## src/rtl/bfie_pkg.sv

```systemverilog
package bfie_pkg;
  // ----------------------------------------------------------------
  // Widths
  // ----------------------------------------------------------------
  localparam int WORD_W = 16;
  localparam int WIN_W = 32;
  localparam int REG8_W = 8;
  localparam int CODE_W = 4;
  localparam int ADDR_W = 20;
  localparam int SEG_SHIFT = 4;
  // ----------------------------------------------------------------
  // Field and pointer constants
  // ----------------------------------------------------------------
  localparam logic [REG8_W-1:0] CODE_MASK = 8'h0F;
  localparam logic [15:0] INDEX_STEP = 16'h0002;
  localparam logic [4:0] WORD_BITS = 5'h10;
  localparam logic [4:0] LAST_BIT = 5'h0F;
  localparam logic [WORD_W-1:0] ACC_RST = 16'h0000;
  // ----------------------------------------------------------------
  // Sequencer states
  // ----------------------------------------------------------------
  typedef enum logic [2:0] {BFIE_IDLE, BFIE_RD0, BFIE_RD1, BFIE_WR0, BFIE_WR1, BFIE_FIN} bfie_state_e;
endpackage : bfie_pkg

```

## src/rtl/bfie_core.sv

```systemverilog
`timescale 1ns/100ps
// Contract
// - Insert stores low accumulator bits at segment-one:dest
// - Insert advances dest index and offset past field
// - Only low four offset bits are used
// - Length code means length minus one
// - Register length uses only low four bits
// - Fields crossing word boundary touch both words
// - Immediate form takes four-bit length code
// - Extract reads at segment-zero:source index
// - Extract right-aligns field, zero-fills upper bits
// - Extract advances source index and offset
module bfie_core (
  input wire logic CLK_SYS,
  input wire logic RST_N,
  input wire logic START,
  input wire logic OP_PULL,
  input wire logic LEN_FROM_IMM,
  input wire logic [7:0] LEN_REG,
  input wire logic [3:0] SHORT_IMMEDIATE_LENGTH,
  input wire logic [7:0] OFFSET_REG,
  input wire logic [15:0] ACCUMULATOR_WORD,
  input wire logic [15:0] DATA_SEGMENT_ZERO,
  input wire logic [15:0] DATA_SEGMENT_ONE,
  input wire logic [15:0] SOURCE_INDEX,
  input wire logic [15:0] DEST_INDEX,
  input wire logic [15:0] MEM_RDATA,
  input wire logic MEM_ACK,
  output logic BUSY,
  output logic DONE,
  output logic MEM_REQ,
  output logic MEM_WE,
  output logic [19:0] MEM_ADDR,
  output logic [15:0] MEM_WDATA,
  output logic [15:0] ACC_RESULT,
  output logic ACC_WE,
  output logic [7:0] OFFSET_RESULT,
  output logic [15:0] INDEX_RESULT,
  output logic SRC_INDEX_WE,
  output logic DST_INDEX_WE,
  output logic FLAGS_UNDEF
);
  // ----------------------------------------------------------------
  // Helpers
  // ----------------------------------------------------------------
  // Mask of code+1 ones, low aligned
  function automatic logic [31:0] len_mask(input logic [3:0] code);
    len_mask = 32'h0000FFFF >> (4'hF - code);
  endfunction : len_mask

  // Segment base times sixteen plus index
  function automatic logic [19:0] phys_addr(input logic [15:0] seg, input logic [15:0] idx);
    phys_addr = {seg, 4'h0} + {4'h0, idx};
  endfunction : phys_addr

  // ----------------------------------------------------------------
  // Reset release
  // ----------------------------------------------------------------
  logic rst_meta_reg;
  logic rst_sync_reg;

  // Two stages so release is clean against CLK_SYS
  always_ff @(posedge CLK_SYS or negedge RST_N) begin
    if (!RST_N) begin
      rst_meta_reg <= 1'b0;
      rst_sync_reg <= 1'b0;
    end else begin
      rst_meta_reg <= 1'b1;
      rst_sync_reg <= rst_meta_reg;
    end
  end

  // ----------------------------------------------------------------
  // Sequencer state
  // ----------------------------------------------------------------
  bfie_pkg::bfie_state_e state_reg, state_next;
  logic pull_reg, pull_next;
  logic [3:0] off_reg, off_next;
  logic [3:0] code_reg, code_next;
  logic [15:0] acc_reg, acc_next;
  logic [15:0] seg_reg, seg_next;
  logic [15:0] idx_reg, idx_next;
  logic [15:0] w0_reg, w0_next;
  logic [15:0] w1_reg, w1_next;
  logic busy_reg, busy_next;
  logic done_reg, done_next;
  logic req_reg, req_next;
  logic we_reg, we_next;
  logic [19:0] addr_reg, addr_next;
  logic [15:0] wdata_reg, wdata_next;
  logic [15:0] accr_reg, accr_next;
  logic accwe_reg, accwe_next;
  logic [7:0] offr_reg, offr_next;
  logic [15:0] idxr_reg, idxr_next;
  logic srcwe_reg, srcwe_next;
  logic dstwe_reg, dstwe_next;
  logic flg_reg, flg_next;

  logic [4:0] end_bit;
  logic [4:0] bit_sum;
  logic crosses;
  logic [31:0] window;
  logic [31:0] place_mask;
  logic [31:0] merged;
  logic [31:0] pulled;

  // Field geometry over a two-word window
  always_comb begin
    end_bit = {1'b0, off_reg} + {1'b0, code_reg};
    bit_sum = end_bit + 5'h01;
    crosses = end_bit > bfie_pkg::LAST_BIT;
    window = {w1_reg, w0_reg};
    place_mask = len_mask(code_reg) << off_reg;
    merged = (window & ~place_mask) | (({16'h0000, acc_reg} << off_reg) & place_mask);
    pulled = (window >> off_reg) & len_mask(code_reg);
  end

  // Next-state and output computation
  always_comb begin
    state_next = state_reg;
    pull_next = pull_reg;
    off_next = off_reg;
    code_next = code_reg;
    acc_next = acc_reg;
    seg_next = seg_reg;
    idx_next = idx_reg;
    w0_next = w0_reg;
    w1_next = w1_reg;
    busy_next = busy_reg;
    done_next = 1'b0;
    req_next = req_reg;
    we_next = we_reg;
    addr_next = addr_reg;
    wdata_next = wdata_reg;
    accr_next = accr_reg;
    accwe_next = 1'b0;
    offr_next = offr_reg;
    idxr_next = idxr_reg;
    srcwe_next = 1'b0;
    dstwe_next = 1'b0;
    flg_next = 1'b0;
    case (state_reg)
      bfie_pkg::BFIE_IDLE: begin
        if (START) begin
          // Upper nibbles ignored; software is expected to clear them
          off_next = OFFSET_REG[3:0];
          code_next = LEN_FROM_IMM ? SHORT_IMMEDIATE_LENGTH : LEN_REG[3:0];
          pull_next = OP_PULL;
          acc_next = ACCUMULATOR_WORD;
          seg_next = OP_PULL ? DATA_SEGMENT_ZERO : DATA_SEGMENT_ONE;
          idx_next = OP_PULL ? SOURCE_INDEX : DEST_INDEX;
          w1_next = 16'h0000;
          addr_next = OP_PULL ? phys_addr(DATA_SEGMENT_ZERO, SOURCE_INDEX) : phys_addr(DATA_SEGMENT_ONE, DEST_INDEX);
          req_next = 1'b1;
          we_next = 1'b0;
          busy_next = 1'b1;
          state_next = bfie_pkg::BFIE_RD0;
        end
      end
      bfie_pkg::BFIE_RD0: begin
        if (MEM_ACK) begin
          w0_next = MEM_RDATA;
          req_next = 1'b0;
          state_next = pull_reg ? bfie_pkg::BFIE_FIN : bfie_pkg::BFIE_WR0;
          // Second word only when the field spills over
          if (crosses) begin
            req_next = 1'b1;
            addr_next = phys_addr(seg_reg, idx_reg + bfie_pkg::INDEX_STEP);
            state_next = bfie_pkg::BFIE_RD1;
          end
        end
      end
      bfie_pkg::BFIE_RD1: begin
        if (MEM_ACK) begin
          w1_next = MEM_RDATA;
          req_next = 1'b0;
          state_next = pull_reg ? bfie_pkg::BFIE_FIN : bfie_pkg::BFIE_WR0;
        end
      end
      bfie_pkg::BFIE_WR0: begin
        // Read-modify-write keeps bits outside the field intact
        if (!req_reg) begin
          req_next = 1'b1;
          we_next = 1'b1;
          addr_next = phys_addr(seg_reg, idx_reg);
          wdata_next = merged[15:0];
        end else if (MEM_ACK) begin
          req_next = 1'b0;
          we_next = 1'b0;
          state_next = crosses ? bfie_pkg::BFIE_WR1 : bfie_pkg::BFIE_FIN;
        end
      end
      bfie_pkg::BFIE_WR1: begin
        if (!req_reg) begin
          req_next = 1'b1;
          we_next = 1'b1;
          addr_next = phys_addr(seg_reg, idx_reg + bfie_pkg::INDEX_STEP);
          wdata_next = merged[31:16];
        end else if (MEM_ACK) begin
          req_next = 1'b0;
          we_next = 1'b0;
          state_next = bfie_pkg::BFIE_FIN;
        end
      end
      bfie_pkg::BFIE_FIN: begin
        // Pointer wraps at the word; index moves a whole word
        offr_next = {4'h0, bit_sum[3:0]};
        idxr_next = (bit_sum >= bfie_pkg::WORD_BITS) ? idx_reg + bfie_pkg::INDEX_STEP : idx_reg;
        srcwe_next = pull_reg;
        dstwe_next = !pull_reg;
        if (pull_reg) begin
          accr_next = pulled[15:0];
          accwe_next = 1'b1;
        end
        flg_next = 1'b1;
        done_next = 1'b1;
        busy_next = 1'b0;
        state_next = bfie_pkg::BFIE_IDLE;
      end
      default: begin
        state_next = bfie_pkg::BFIE_IDLE;
        busy_next = 1'b0;
        req_next = 1'b0;
        we_next = 1'b0;
      end
    endcase
  end

  // State registers
  always_ff @(posedge CLK_SYS or negedge rst_sync_reg) begin
    if (!rst_sync_reg) begin
      state_reg <= bfie_pkg::BFIE_IDLE;
      pull_reg <= 1'b0;
      off_reg <= 4'h0;
      code_reg <= 4'h0;
      acc_reg <= bfie_pkg::ACC_RST;
      seg_reg <= 16'h0000;
      idx_reg <= 16'h0000;
      w0_reg <= 16'h0000;
      w1_reg <= 16'h0000;
      busy_reg <= 1'b0;
      done_reg <= 1'b0;
      req_reg <= 1'b0;
      we_reg <= 1'b0;
      addr_reg <= 20'h00000;
      wdata_reg <= 16'h0000;
      accr_reg <= bfie_pkg::ACC_RST;
      accwe_reg <= 1'b0;
      offr_reg <= 8'h00;
      idxr_reg <= 16'h0000;
      srcwe_reg <= 1'b0;
      dstwe_reg <= 1'b0;
      flg_reg <= 1'b0;
    end else begin
      state_reg <= state_next;
      pull_reg <= pull_next;
      off_reg <= off_next;
      code_reg <= code_next;
      acc_reg <= acc_next;
      seg_reg <= seg_next;
      idx_reg <= idx_next;
      w0_reg <= w0_next;
      w1_reg <= w1_next;
      busy_reg <= busy_next;
      done_reg <= done_next;
      req_reg <= req_next;
      we_reg <= we_next;
      addr_reg <= addr_next;
      wdata_reg <= wdata_next;
      accr_reg <= accr_next;
      accwe_reg <= accwe_next;
      offr_reg <= offr_next;
      idxr_reg <= idxr_next;
      srcwe_reg <= srcwe_next;
      dstwe_reg <= dstwe_next;
      flg_reg <= flg_next;
    end
  end

  // ----------------------------------------------------------------
  // Outputs, all straight from flops
  // ----------------------------------------------------------------
  assign BUSY = busy_reg;
  assign DONE = done_reg;
  assign MEM_REQ = req_reg;
  assign MEM_WE = we_reg;
  assign MEM_ADDR = addr_reg;
  assign MEM_WDATA = wdata_reg;
  assign ACC_RESULT = accr_reg;
  assign ACC_WE = accwe_reg;
  assign OFFSET_RESULT = offr_reg;
  assign INDEX_RESULT = idxr_reg;
  assign SRC_INDEX_WE = srcwe_reg;
  assign DST_INDEX_WE = dstwe_reg;
  assign FLAGS_UNDEF = flg_reg;
endmodule : bfie_core

```

## config.mk

```make
export PLATFORM = sky130hd
export DESIGN_NAME = bfie_core
export DESIGN_NICKNAME = d
export VERILOG_FILES = /design/src/rtl/bfie_pkg.sv /design/src/rtl/bfie_core.sv
export SDC_FILE = /design/constraint.sdc
export NUM_CORES = 1
export LEC_CHECK = 0
export ABC_AREA = 1
export BUFFER_PORTS_ARGS = -buffer_cell sky130_fd_sc_hd__buf_2
export CAP_MARGIN = 5
export CORE_MARGIN = 2
export CORE_UTILIZATION = 52
export DETAILED_ROUTE_END_ITERATION = 8
export PLACE_DENSITY_LB_ADDON = 0.25
export REMOVE_ABC_BUFFERS = 1
export SLEW_MARGIN = 0
export SYNTH_ARGS = -nofsm -noshare
export SYNTH_HDL_FRONTEND = slang
export SYNTH_SLANG_ARGS = --single-unit
```

## constraint.sdc

```tcl
create_clock -name CLK_SYS -period 11.2 [get_ports CLK_SYS]
set_clock_uncertainty 0.2 [all_clocks]
set_input_delay 2.24 -clock CLK_SYS [delete_from_list [all_inputs] [get_ports CLK_SYS]]
set_output_delay 2.24 -clock CLK_SYS [all_outputs]
set_load 0.02 [all_outputs]
```

## After elaboration in Yosys (flattened, before gate mapping)

Cells that the tools add are included.

| word-level totals | value |
|---|---|
| register bits after elaboration | 173 |
| bits of input ports | 122 |
| output and inout bits | 84 |
| logic and storage cells | 123 |

| operators by class | value |
|---|---|
| add/sub/neg operators | 8 |
| $lt $le $gt $ge | 2 |
| equality and inequality tests | 16 |
| shift operators | 4 |
| mux-type cells | 44 |
| bitwise gates (word level) | 8 |
| reductions and logical operators | 18 |

Operators with widths:

| kind | number |
|---|---|
| $mux W20 | 6 |
| $mux W16 | 7 |
| $add A20 B16 Y20 | 4 |
| $pmux W20 S4 | 1 |
| $and A32 B32 Y32 | 2 |
| $pmux W16 S2 | 2 |
| $not A32 Y32 | 1 |
| $or A32 B32 Y32 | 1 |
| $shl A16 B4 Y32 | 1 |
| $shl A32 B4 Y32 | 1 |
| $shr A16 B4 Y32 const A | 1 |
| $shr A32 B4 Y16 | 1 |
| $mux W3 | 9 |
| $ne A2 B2 Y1 const B | 10 |
| $add A16 B2 Y16 const B | 1 |
| $and A16 B16 Y16 | 1 |
| $pmux W3 S5 | 1 |
| $mux W1 | 14 |
| $reduce_and A3 Y1 | 3 |
| $reduce_and A2 Y1 | 4 |
| $reduce_and A7 Y1 | 1 |
| $eq A3 B2 Y1 const B | 2 |
| $eq A3 B3 Y1 const B | 2 |
| $reduce_and A6 Y1 | 1 |
| 20 further kinds | 23 |

## Logic depth before layout (Yosys ltp)

Gate-level depths: netlist of run 1.

| logic depth | value |
|---|---|
| depth in word-level cells | 8 |
| mapped depth | 23 |
| mapped depth without buffers | 23 |

## Least setup slack after synthesis of run 1

Ideal clock, no wire load.

| timing path | value |
|---|---|
| path type | input to register |
| start | in DATA_SEGMENT_ONE[0] |
| end | reg addr_reg[12], in the netlist MEM_ADDR[12] |
| setup time | 0.065 ns |
| data arrival time | 3.648 ns |
| required time | 10.935 ns |
| setup slack | 7.287 ns |
| stages | 13 |
| buffers on the path | 0 |
| path through | ha_1 inv_1 fa_1 inv_1 nand3_1 nand3_1 a21oi_1 or2_2 nand3_1 nand3_1 nand2_1 nand2_1 nand2_1 |

| on the way | value |
|---|---|
| word-level cells in the longest chain between the ends | 4 |

Ends and longest elaborated chain:

| element | line | source |
|---|---|---|
| start: declaration | bfie_core.sv:24 | `input wire logic [15:0] DATA_SEGMENT_ONE,` |
| $add A20 B16 Y20 | bfie_core.sv:53 | `phys_addr = {seg, 4'h0} + {4'h0, idx};` |
| $mux W20 | bfie_core.sv:153 | `addr_next = OP_PULL ? phys_addr(DATA_SEGMENT_ZERO, SOURCE_INDEX) : phys_addr(DATA_SEGMENT_ONE, DEST_INDEX);` |
| $mux W20 | bfie_core.sv:144 | `if (START) begin` |
| $pmux W20 S4 | bfie_core.sv:142 | `case (state_reg)` |
| end signal: assignment | bfie_core.sv:268 | `addr_reg <= addr_next;` |
| end: declaration | bfie_core.sv:89 | `logic [19:0] addr_reg, addr_next;` |

No other way between the ends. The select of a mux whose other input is x is not followed.
A chain may end at the register's enable or synchronous reset.

## Worst setup path in the final report of run 1

| timing path | value |
|---|---|
| start | reg state_reg[1] |
| end | reg addr_reg[12], in the netlist MEM_ADDR[12] |

| on the way | value |
|---|---|
| word-level cells in the longest chain between the ends | 3 |
| elaborated cells between the ends (all ways) | 12 |
| classes of those cells | eq/ne (8); mux (1); reduce/logical (3) |

Ends and longest elaborated chain:

| element | line | source |
|---|---|---|
| start: declaration | bfie_core.sv:76 | `bfie_pkg::bfie_state_e state_reg, state_next;` |
| start signal: assignment | bfie_core.sv:232 | `state_reg <= bfie_pkg::BFIE_IDLE;` |
| start signal: assignment | bfie_core.sv:255 | `state_reg <= state_next;` |
| $eq A3 B3 Y1, or another cell as far along | bfie_core.sv:142 |  |
| $reduce_bool A4 Y1 (no line) or $ne A2 B2 Y1 (tied branches) | -- |  |
| $reduce_and A6 Y1 (no line) | -- |  |

Several ways; a longest one is shown, not always the timed one.

==> metrics.cfg, run 1 <==
[run_status]
status = finished clean

[drt]
wl_per_cell_um = 17.8
drtAntennaViolNets = 0
drc_errors = 0
avgViaCountPerCell = 5.62
routed_wl_um = 47000
routed-via-count = 14900
drt_iter0_markers = 1349
dr.pass1.iters = 6

[power_and_ir_drop]
p_leak_nw = 8.19
power_density_nw_per_um2 = 329
ir_worst_vdd_uv = 312

[worst_setup_path]
crit_chain = nor2_2 > inv_2 > nor2_4 > nor2_1 > buf_4 > inv_1 > o21ai_0 > ha_1 > fa_1 > nand3_1 > nand2_1 > nand2_1 > nand2_1 > nand2_1 > nand2_1 > or2_2 > nand3_1 > nand2_1 > nand2_1 > nand2_1
r2r-start = state_reg[1]$_DFFE_PN0P_
crit_path_frequent_cell = nand2_1
worstPathMaxFanout = 21
critPathRequiredTime_ns = 11.33
startpoint_type = flop
timing.rr.end = MEM_ADDR[12]$_DFFE_PN0P_
slowest_stage = nor2_4
rrSetupSlack_ns = 7.27
cpPeakStageDelay_ns = 0.47
crit_path_end = MEM_ADDR[12]$_DFFE_PN0P_
critPathCaptureType = flop
worstPathArrival_ns = 4.07
r2r.worst_path.cells = 20
crit_path_start = state_reg[1]$_DFFE_PN0P_
critical_path_class = reg2reg

[final_layout]
largest_reg_flops = 20
diodes = 0
final_core_util_pct = 59.0
area_growth_pct = 12.0
fin_area_um2 = 15300
fill_cells = 2611
final_nets = 2465
final_layout_size_suffix_gt1_share_pct = 12.8

[yosys]
synthAdderAreaFrac_pct = 4.70
synth_area_leaders = dfrtp_1, nand2_1, nand3_1, o21ai_0, nor2_1
async_flop_share_pct = 100
yosys.area_share.simple_pct = 38.3
yosys_warnings = 0
synth_mux_area_share_pct = 0.667
postSynthCellCount = 2168
synth_edf_count = 0
synth_top_area_cell = dfrtp_1
ys_types = 60
yosys.area_share.xor_xnor_pct = 1.09
syn_area_um2 = 13700
ys_seq_area_share_pct = 31.4
synth_ff_type = dfrtp_1
avgSynthCellArea_um2 = 6.32
synth_top_family_by_area = simple AND/OR/NAND/NOR gates
ys_seq_elements = 172
synth_compound_area_share_pct = 14.9
synth.top_cell.area_share_pct = 31.4

[timing]
finalSetupViolations = 0
finalCriticalPeriod_ns = 3.93
rsz0062_at_grt = no
hold_ws_ns = 0.159
drv_slew = 0
tightestPinTransition_ns = 1.13
fin_setup_tns_ns = 0
timing.final.crit_share_pct = 35.1
fmax_ghz = 0.254
slew_headroom_pct = 24.9
hold_violations = 0
setup_ws_ns = 7.27

[placement]
port_buffers = 193
dp_slack_ns = 6.83
postPlaceCellArea_um2 = 14700
hpwl_um = 36100
gp_congestion = 0.951

[die]
fp-row-count = 59
die_area_um2 = 27600
fp.dieW_um = 166
start_util_pct = 52.7
core_um2 = 26000
io_pins = 206
die_h_um = 166

[global_routing]
globalRouteTotalUtil_pct = 33.7
grt_pass1_vias = 14000
grt_pass1_wl_um = 74000
antenna_found_initial = 0
grt_max_degree = 83
grt-ovfl-total = 0

[cts]
clockRootBuffer = clkbuf_16
worst_setup_hold_path_clk_slew_ns = 0.08
cts_made_buffers = 17
h-tree-depth = 4
cts_setup_buffers = 0
cts_hold_buf = 0
post_cts_resized = 0
insertion_delay_ns = 0.44
clk_path_buf_depth = 2
cts_sinks = 172
cts_tree = built

[job]
max_cap_violations = 0

[min_path]
hp-class = reg2async

metrics by stage:
stage / total power, mW / std cells
2_1_floorplan: 3.37 / 2067
3_3_place_gp: 4.35 / 2610
3_5_place_dp: 4.39 / 2610
4_1_cts: 5.02 / 2642
5_1_grt: 5.48 / 2642
6_report: 5.05 / 2642
cell usage in the layout (no fill, tap or decap), types with 3 or more instances in the layout:
cell and n:
nand2_1 743, nand3_1 279, buf_2 193, nor2_1 177
inv_1 173, dfrtp_1 170, o21ai_0 153, a21oi_1 112
ha_1 45, o31ai_1 27, o21ai_1 19, inv_2 17
clkbuf_16 17, o211ai_1 15, buf_4 15, xor2_1 14
nor3_1 13, nand4_1 12, nor2_2 9, mux2i_1 8
nand3b_1 7, inv_6 6, o21a_1 5, or2_2 5
o22ai_1 5, conb_1 5, clkinv_1 4, fa_1 4
inv_8 4, nand2_2 3, a21oi_2 3, xnor2_1 3
where the power goes:
part | leakage, nW | internal (mW) | total [mW] | switching, mW
registers | 2.12 | 0.902 | 1.15 | 0.246
clock network | 0.290 | 0.321 | 0.620 | 0.299
logic | 5.78 | 1.00 | 3.29 | 2.28
total | 8.19 | 2.22 | 5.05 | 2.83
synth_stat cells (19+ instances only):
library cell	instances
dfrtp_1	172
nand2_1	743
clkbuf_1	47
inv_1	173
nor2_1	177
o21ai_0	154
nand3_1	280
a21oi_1	112
buf_2	30
ha_1	45
o21ai_1	19
o31ai_1	27
critical path, delay by kind of cell (launching register included):
| kind | cells | cell delay (ns) |
|---|---|---|
| flops | 1 | 0.43 |
| buf+inv | 3 | 0.48 |
| fa+ha+maj | 2 | 0.70 |
| compound gates | 1 | 0.15 |
| simple gates | 14 | 1.85 |
cells by family after synthesis:
logic type / count (synthesis)
buffers and inverters: 299
adders and majority gates: 49
xor gates and xnor gates: 17
DFF: 172
muxes: 9
AOI/OAI and AO/OA: 361
other: 2
and+or+nand+nor: 1259
cell type report:
class	count	area, µm²	area share, %
Tap cell	335	419	2.73
Inverter	195	737	4.80
Clock inverter	14	168	1.09
Multi-Input combinational cell	1700	8200	53.5
Clock buffer	18	429	2.80
Sequential cell	172	4310	28.1
Timing Repair Buffer	208	1080	7.03
per-layer routing:
metal  wire length [µm]  vias up  GRT usage (%)
li1                   -     7348              -
met1              18800     6840           40.9
met2              23300      553           59.9
met3               2610      112           3.98
met4               2310        0           15.5
met5                  0        -              0
how the worst min path moves through the flow:
stage | startpoint | endpoint | cells after the start
floorplan | rst_meta_reg$_DFF_PN0_ | rst_sync_reg$_DFF_PN0_ | 0
global placement | rst_meta_reg$_DFF_PN0_ | rst_sync_reg$_DFF_PN0_ | 0
detailed placement | rst_meta_reg$_DFF_PN0_ | rst_sync_reg$_DFF_PN0_ | 0
CTS | rst_meta_reg$_DFF_PN0_ | rst_sync_reg$_DFF_PN0_ | 0
global route | rst_meta_reg$_DFF_PN0_ | rst_sync_reg$_DFF_PN0_ | 0
finish | rst_sync_reg$_DFF_PN0_ | MEM_ADDR[0]$_DFFE_PN0P_ | 0
Note: power is estimated with default switching activity, not from simulation.
==> run 2, diff against run 1 <==
clock period = 3.4 ns   (was 11.2 ns; I/O delays follow)
==> metrics.cfg, run 2 (synthesized netlist as in run 1, its figures left out) <==
[final_layout]
largest_reg_flops = 20  ; unchanged
final_layout_size_suffix_gt1_share_pct = 14.4  ; was 12.8%
layout_common_cells = nand2_1, nand3_1, buf_2, nor2_1, inv_1  ; unchanged
final_core_util_pct = 60.2  ; was 59.0%
finalNonFillerCells = 2668  ; was 2642
diodes = 0  ; unchanged
final_nets = 2491  ; was 2465
register_area_um2 = 4310  ; about the same
layout_commonest_cell = nand2_1  ; unchanged
area_growth_pct = 14.2  ; was 12.0%
multi_input_area_um2 = 8250  ; was 8200 µm²
fill_cells = 2570  ; was 2611

[drt]
drtAntennaViolNets = 0  ; unchanged
dr.pass1.iters = 7  ; was 6
wl_per_cell_um = 17.6  ; was 17.8 µm
routed_wl_um = 46900  ; was 47000 µm
routed-via-count = 15200  ; was 14900
drt_iter0_markers = 1435  ; was 1349
avgViaCountPerCell = 5.68  ; was 5.62
drc_errors = 0  ; unchanged

[timing]
tightestPinTransition_ns = 0.785  ; was 1.13 ns
hold_violations = 0  ; unchanged
fin_setup_tns_ns = 0  ; unchanged
finalCriticalPeriod_ns = 3.21  ; was 3.93 ns
timing.final.crit_share_pct = 94.6  ; was 35.1%
drv_slew = 0  ; unchanged
slew_headroom_pct = 47.7  ; was 24.9%
fmax_ghz = 0.311  ; was 0.254 GHz
setup_ws_ns = 0.185  ; was 7.27 ns
rsz0062_at_grt = yes  ; was no
finalSetupViolations = 0  ; unchanged

[placement]
placed_cells = 2632  ; was 2610
hpwl_um = 35800  ; was 36100 µm
dp_slack_ns = 0.117  ; was 6.83 ns
port_buffers = 193  ; unchanged
gp_congestion = 0.985  ; was 0.951

[global_routing]
gr-usage-met2_pct = 57.6  ; was 59.9%
globalRouteTotalUtil_pct = 33.6  ; was 33.7%
gr-usage-met1_pct = 41.1  ; was 40.9%
grt_pass1_vias = 14300  ; was 14000
gr-usage-met3_pct = 4.15  ; was 3.98%
grt_pass1_wl_um = 74500  ; was 74000 µm
grt-busiest-layer = met2  ; unchanged
grt-ovfl-total = 0  ; unchanged
grt_max_degree = 82  ; was 83
antenna_found_initial = 0  ; unchanged

[power_and_ir_drop]
seq_power_share_pct = 21.9  ; was 22.7%
ir_worst_vdd_uv = 710  ; was 312 µV
p_leak_nw = 8.33  ; was 8.19 nW
power_density_nw_per_um2 = 1090  ; was 329 nW/µm²
combPwrFrac_pct = 66.4  ; was 65.0%
p_int_mw = 7.55  ; was 2.22 mW
p_clk_share_pct = 11.7  ; was 12.3%
switchingPower_mw = 9.48  ; was 2.83 mW
power_mw = 17.0  ; was 5.05 mW
p_sw_share_pct = 55.7  ; was 56.0%

[worst_setup_path]
critical_path_class = reg2reg  ; unchanged
r2r-start = idx_reg[1]$_DFFE_PN0P_  ; was state_reg[1]$_DFFE_PN0P_
crit_path_end = MEM_ADDR[16]$_DFFE_PN0P_  ; was MEM_ADDR[12]$_DFFE_PN0P_
critPathRequiredTime_ns = 3.57  ; was 11.33 ns
startpoint_type = flop  ; unchanged
rrSetupSlack_ns = 0.19  ; was 7.27 ns
critPathCaptureType = flop  ; unchanged
worstPathMaxFanout = 5  ; was 21
r2r.worst_path.cells = 19  ; was 20
crit_path_start = idx_reg[1]$_DFFE_PN0P_  ; was state_reg[1]$_DFFE_PN0P_
timing.rr.end = MEM_ADDR[16]$_DFFE_PN0P_  ; was MEM_ADDR[12]$_DFFE_PN0P_
worstPathArrival_ns = 3.39  ; was 4.07 ns

[cts]
insertion_delay_ns = 0.45  ; was 0.44 ns
cts_tree = built  ; unchanged
cts_made_buffers = 17  ; unchanged
h-tree-depth = 4  ; unchanged
clk_path_buf_depth = 2  ; unchanged
worst_setup_hold_path_clk_slew_ns = 0.09  ; was 0.08 ns
clockRootBuffer = clkbuf_16  ; unchanged
cts_sinks = 172  ; unchanged

[run_status]
status = finished clean  ; unchanged

[die]
core_um2 = 26000  ; unchanged
fp.dieW_um = 166  ; unchanged
start_util_pct = 52.7  ; unchanged
io_pins = 206  ; unchanged
fp-row-count = 59  ; unchanged
die_h_um = 166  ; unchanged
die_area_um2 = 27600  ; unchanged

[job]
max_cap_violations = 0  ; unchanged

[min_path]
hp-class = reg2reg  ; was reg2async

[run 2: cell count changes in the layout (fill, tap and decap cells not counted), sizes merged]
cell	before	now
buf	208	233
inv	200	195
clkinv	7	12
clkinvlp	1	2
dlygate4sd3	0	1
bufinv	1	0
[run 2: layer usage]
metal | wire length [µm] | vias up
met2 | 22600 | 669
met1 | 18700 | 6974
met5 | 0 | -
li1 | - | 7391
met3 | 2970 | 132
met4 | 2750 | 0
[run 2: how the worst min path moves through the flow]
stage | start | endpoint | slack (ns) | depth (start not counted)
after floorplan | rst_meta_reg$_DFF_PN0_ | rst_sync_reg$_DFF_PN0_ | 0.13 | 0
after global placement | rst_meta_reg$_DFF_PN0_ | rst_sync_reg$_DFF_PN0_ | 0.13 | 0
after CTS | rst_meta_reg$_DFF_PN0_ | rst_sync_reg$_DFF_PN0_ | 0.16 | 0
final | rst_meta_reg$_DFF_PN0_ | rst_sync_reg$_DFF_PN0_ | 0.16 | 0
after detailed placement | rst_meta_reg$_DFF_PN0_ | rst_sync_reg$_DFF_PN0_ | 0.15 | 0
after global routing | rst_meta_reg$_DFF_PN0_ | rst_sync_reg$_DFF_PN0_ | 0.17 | 0
[run 2: area by class of cell]
cell class | instances | share of cell area, %
clock inverter | 14 | 1.01
clock buffer | 18 | 2.75
sequential | 172 | 27.6
multi-input combinational | 1700 | 52.8
timing repair buffer | 234 | 8.48
tap | 335 | 2.68
inverter | 195 | 4.71
[run 2: metrics by stage]
| stage | hold slack (ns) | area, µm² |
|---|---|---|
| after global placement | 0.135 | 15000 |
| after detailed placement | 0.146 | 15000 |
| final | 0.163 | 15600 |
| after CTS | 0.164 | 15600 |
| after global routing | 0.169 | 15600 |
| after floorplan | 0.131 | 13200 |
[run 2: critical path, cell delays in order, from the launching register on]
cell and delay, ns:
dfrtp_1 0.36, ha_2 0.20, nand2_2 0.06, nor2_1 0.12
nand2_2 0.10, nor2_4 0.18, nand4_4 0.12, or2_4 0.27
o21ai_2 0.14, o21ai_1 0.08, ha_1 0.38, a21oi_2 0.19
nor2_1 0.05, nor2_1 0.11, nand3_2 0.15, nand2_1 0.09
nand2_1 0.05, nor2_1 0.08, nor2_1 0.05, a21oi_1 0.15
[run 2: power groups by stage]
stage	combinational, mW	sequential, mW	clock, mW
finish	11.3	3.73	1.99
global route	12.6	3.84	2.08
CTS	11.0	3.71	2.02
detailed placement	11.0	3.74	0
global placement	10.8	3.71	0
floorplan	6.77	4.33	0
[run 2: timing repair]
action	in CTS	in global routing
hold buffers	1	0
endpoints found under the hold margin	2	0
endpoints found under the setup margin	0	9
gates resized for setup	0	19
setup buffers	0	3
==> run 3, diff against run 2 <==
CORE_ASPECT_RATIO = 0.7   (was unset)
CTS_CLUSTER_DIAMETER = 200   (was unset)
==> metrics.cfg, run 3 (synthesized netlist as in run 1, its figures left out) <==
[run_status]
status = finished clean  ; unchanged

[worst_setup_path]
critPathCaptureType = flop  ; unchanged
crit_path_frequent_cell = nor2_1  ; unchanged
startpoint_type = flop  ; unchanged
timing.rr.end = MEM_ADDR[16]$_DFFE_PN0P_  ; unchanged
critPathRequiredTime_ns = 3.57  ; about the same
slowest_stage = dfrtp_1  ; was ha_1
rrSetupSlack_ns = 0.14  ; was 0.19 ns
worstPathMaxFanout = 5  ; unchanged
critical_path_class = reg2reg  ; unchanged
crit_chain = ha_1 > nand2_1 > nor2_1 > nand2_2 > nor2_4 > nand4_4 > nor2_1 > nand2_1 > nand2_1 > o21ai_2 > o21ai_2 > ha_4 > a21oi_1 > nor2_1 > nor2_1 > nand3_2 > nand2_1 > nand2_1 > nor2_1 > nor2_1 > a21oi_1  ; was ha_2 > nand2_2 > nor2_1 > nand2_2 > nor2_4 > nand4_4 > or2_4 > o21ai_2 > o21ai_1 > ha_1 > a21oi_2 > nor2_1 > nor2_1 > nand3_2 > nand2_1 > nand2_1 > nor2_1 > nor2_1 > a21oi_1
worstPathArrival_ns = 3.43  ; was 3.39 ns
r2r-start = idx_reg[1]$_DFFE_PN0P_  ; unchanged
crit_path_end = MEM_ADDR[16]$_DFFE_PN0P_  ; unchanged
crit_path_start = idx_reg[1]$_DFFE_PN0P_  ; unchanged
r2r.worst_path.cells = 21  ; was 19
cpPeakStageDelay_ns = 0.36  ; was 0.38 ns

[final_layout]
final_layout_size_suffix_gt1_share_pct = 15.1  ; was 14.4%
fin_area_um2 = 15800  ; was 15600 µm²
final_nets = 2507  ; was 2491
layout_commonest_cell = nand2_1  ; unchanged
diodes = 0  ; unchanged
largest_reg_flops = 20  ; unchanged
area_growth_pct = 15.4  ; was 14.2%
layout_common_cells = nand2_1, nand3_1, buf_2, nor2_1, inv_1  ; unchanged

[drt]
drtAntennaViolNets = 0  ; unchanged
routed-via-count = 15500  ; was 15200
routed_wl_um = 50900  ; was 46900 µm
drc_errors = 0  ; unchanged
avgViaCountPerCell = 5.80  ; was 5.68
dr.pass1.iters = 7  ; unchanged
drt_iter0_markers = 2111  ; was 1435
wl_per_cell_um = 19.0  ; was 17.6 µm

[timing]
tightestPinTransition_ns = 0.904  ; was 0.785 ns
finalSetupViolations = 0  ; unchanged
hold_ws_ns = 0.152  ; was 0.163 ns
hold_violations = 0  ; unchanged
finalCriticalPeriod_ns = 3.26  ; was 3.21 ns
slew_headroom_pct = 39.1  ; was 47.7%
fmax_ghz = 0.307  ; was 0.311 GHz
drv_slew = 0  ; unchanged
timing.final.crit_share_pct = 95.9  ; was 94.6%

[placement]
postPlaceCellArea_um2 = 15000  ; about the same
hpwl_um = 39700  ; was 35800 µm
gp_congestion = 0.994  ; was 0.985
port_buffers = 193  ; unchanged

[min_path]
hold_start = rst_meta_reg$_DFF_PN0_  ; unchanged
hp-class = reg2reg  ; unchanged

[die]
fp-row-count = 49  ; was 59
fp.dieW_um = 198  ; was 166 µm
start_util_pct = 53.2  ; was 52.7%
core_um2 = 25700  ; was 26000 µm²
die_area_um2 = 27700  ; was 27600 µm²
io_pins = 206  ; unchanged
die_h_um = 140  ; was 166 µm

[global_routing]
grt_pass1_vias = 13800  ; was 14300
grt_pass1_wl_um = 78500  ; was 74500 µm
grt_max_degree = 58  ; was 82
antenna_found_initial = 0  ; unchanged
grt-ovfl-total = 0  ; unchanged
globalRouteTotalUtil_pct = 37.1  ; was 33.6%

[cts]
insertion_delay_ns = 0.46  ; was 0.45 ns
cts_tree = built  ; unchanged
cts_sinks = 172  ; unchanged
clk_path_buf_depth = 2  ; unchanged
cts_made_buffers = 17  ; unchanged
h-tree-depth = 4  ; unchanged
worst_setup_hold_path_clk_slew_ns = 0.07  ; was 0.09 ns
clockRootBuffer = clkbuf_16  ; unchanged

[power_and_ir_drop]
ir_worst_vdd_uv = 650  ; was 710 µV
power_density_nw_per_um2 = 1120  ; was 1090 nW/µm²
p_leak_nw = 8.43  ; was 8.33 nW

[job]
max_cap_violations = 0  ; unchanged

==> run 3: changes by cell type in the layout (fill, tap and decap cells not counted), sizes merged <==
cell	change
clkbuf	+6
inv	-3
clkinv	-6
buf	+16
bufinv	+3
==> run 3: worst min path at each step <==
stage	slack (ns)	depth (start not counted)	endpoint
after floorplan	0.13	0	rst_sync_reg$_DFF_PN0_
after global placement	0.13	0	rst_sync_reg$_DFF_PN0_
after detailed placement	0.14	0	rst_sync_reg$_DFF_PN0_
after CTS	0.15	0	rst_sync_reg$_DFF_PN0_
after global routing	0.17	0	rst_sync_reg$_DFF_PN0_
final	0.15	0	rst_sync_reg$_DFF_PN0_
==> run 3: area by class of cell <==
class                           count  area (µm²)
Clock inverter                      8         128
Timing Repair Buffer              250        1410
Clock buffer                       24         512
Sequential cell                   172        4310
Multi-Input combinational cell   1700        8290
Inverter                          195         737
Fill cell                        2570        9950
Tap cell                          331         414
==> run 3: critical path, delay by kind of cell, from the launching register on <==
kind,cells,cell delay [ns]
and+or+nand+nor,15,1.47
AOI/OAI and AO/OA,4,0.68
adders and majority gates,2,0.45
DFF,1,0.36
==> run 3: timing repair <==
item | in CTS | in global routing
buffers inserted | 0 | 4
hold endpoints to repair | 2 | 0
hold buffers | 1 | 0
setup endpoints to repair | 0 | 9
resized for setup | 0 | 29
==> run 3: metal layers <==
| layer | part of all wire [%] | routed length (µm) | global-route usage (%) |
|---|---|---|---|
| met5 | 0 | 0 | 0 |
| met4 | 0.78 | 396 | 6.33 |
| met3 | 14 | 7070 | 10.3 |
| met2 | 37 | 19000 | 47.0 |
| met1 | 48 | 24500 | 61.3 |
==> run 3: metrics by stage <==
step	utilization, %	std cells	power [mW]	TNS [ns]	setup slack (ns)
final	61.4	2680	17.7	0	0.140
after detailed placement	58.4	2643	15.0	0	0.00632
after floorplan	-	2067	11.1	-355.79	-1.95
after global placement	58.4	2643	14.8	0	0.111
after CTS	60.9	2676	17.2	0	0.00389
after global routing	61.4	2680	19.1	-0.195	-0.0590
==> run 3: report_power, final <==
part	internal, mW	total [mW]	switching [mW]	leakage [nW]
combinational	3.65	11.8	8.14	6.00
clock	1.28	2.15	0.871	0.309
sequential	2.98	3.80	0.825	2.12
total	7.90	17.7	9.84	8.43
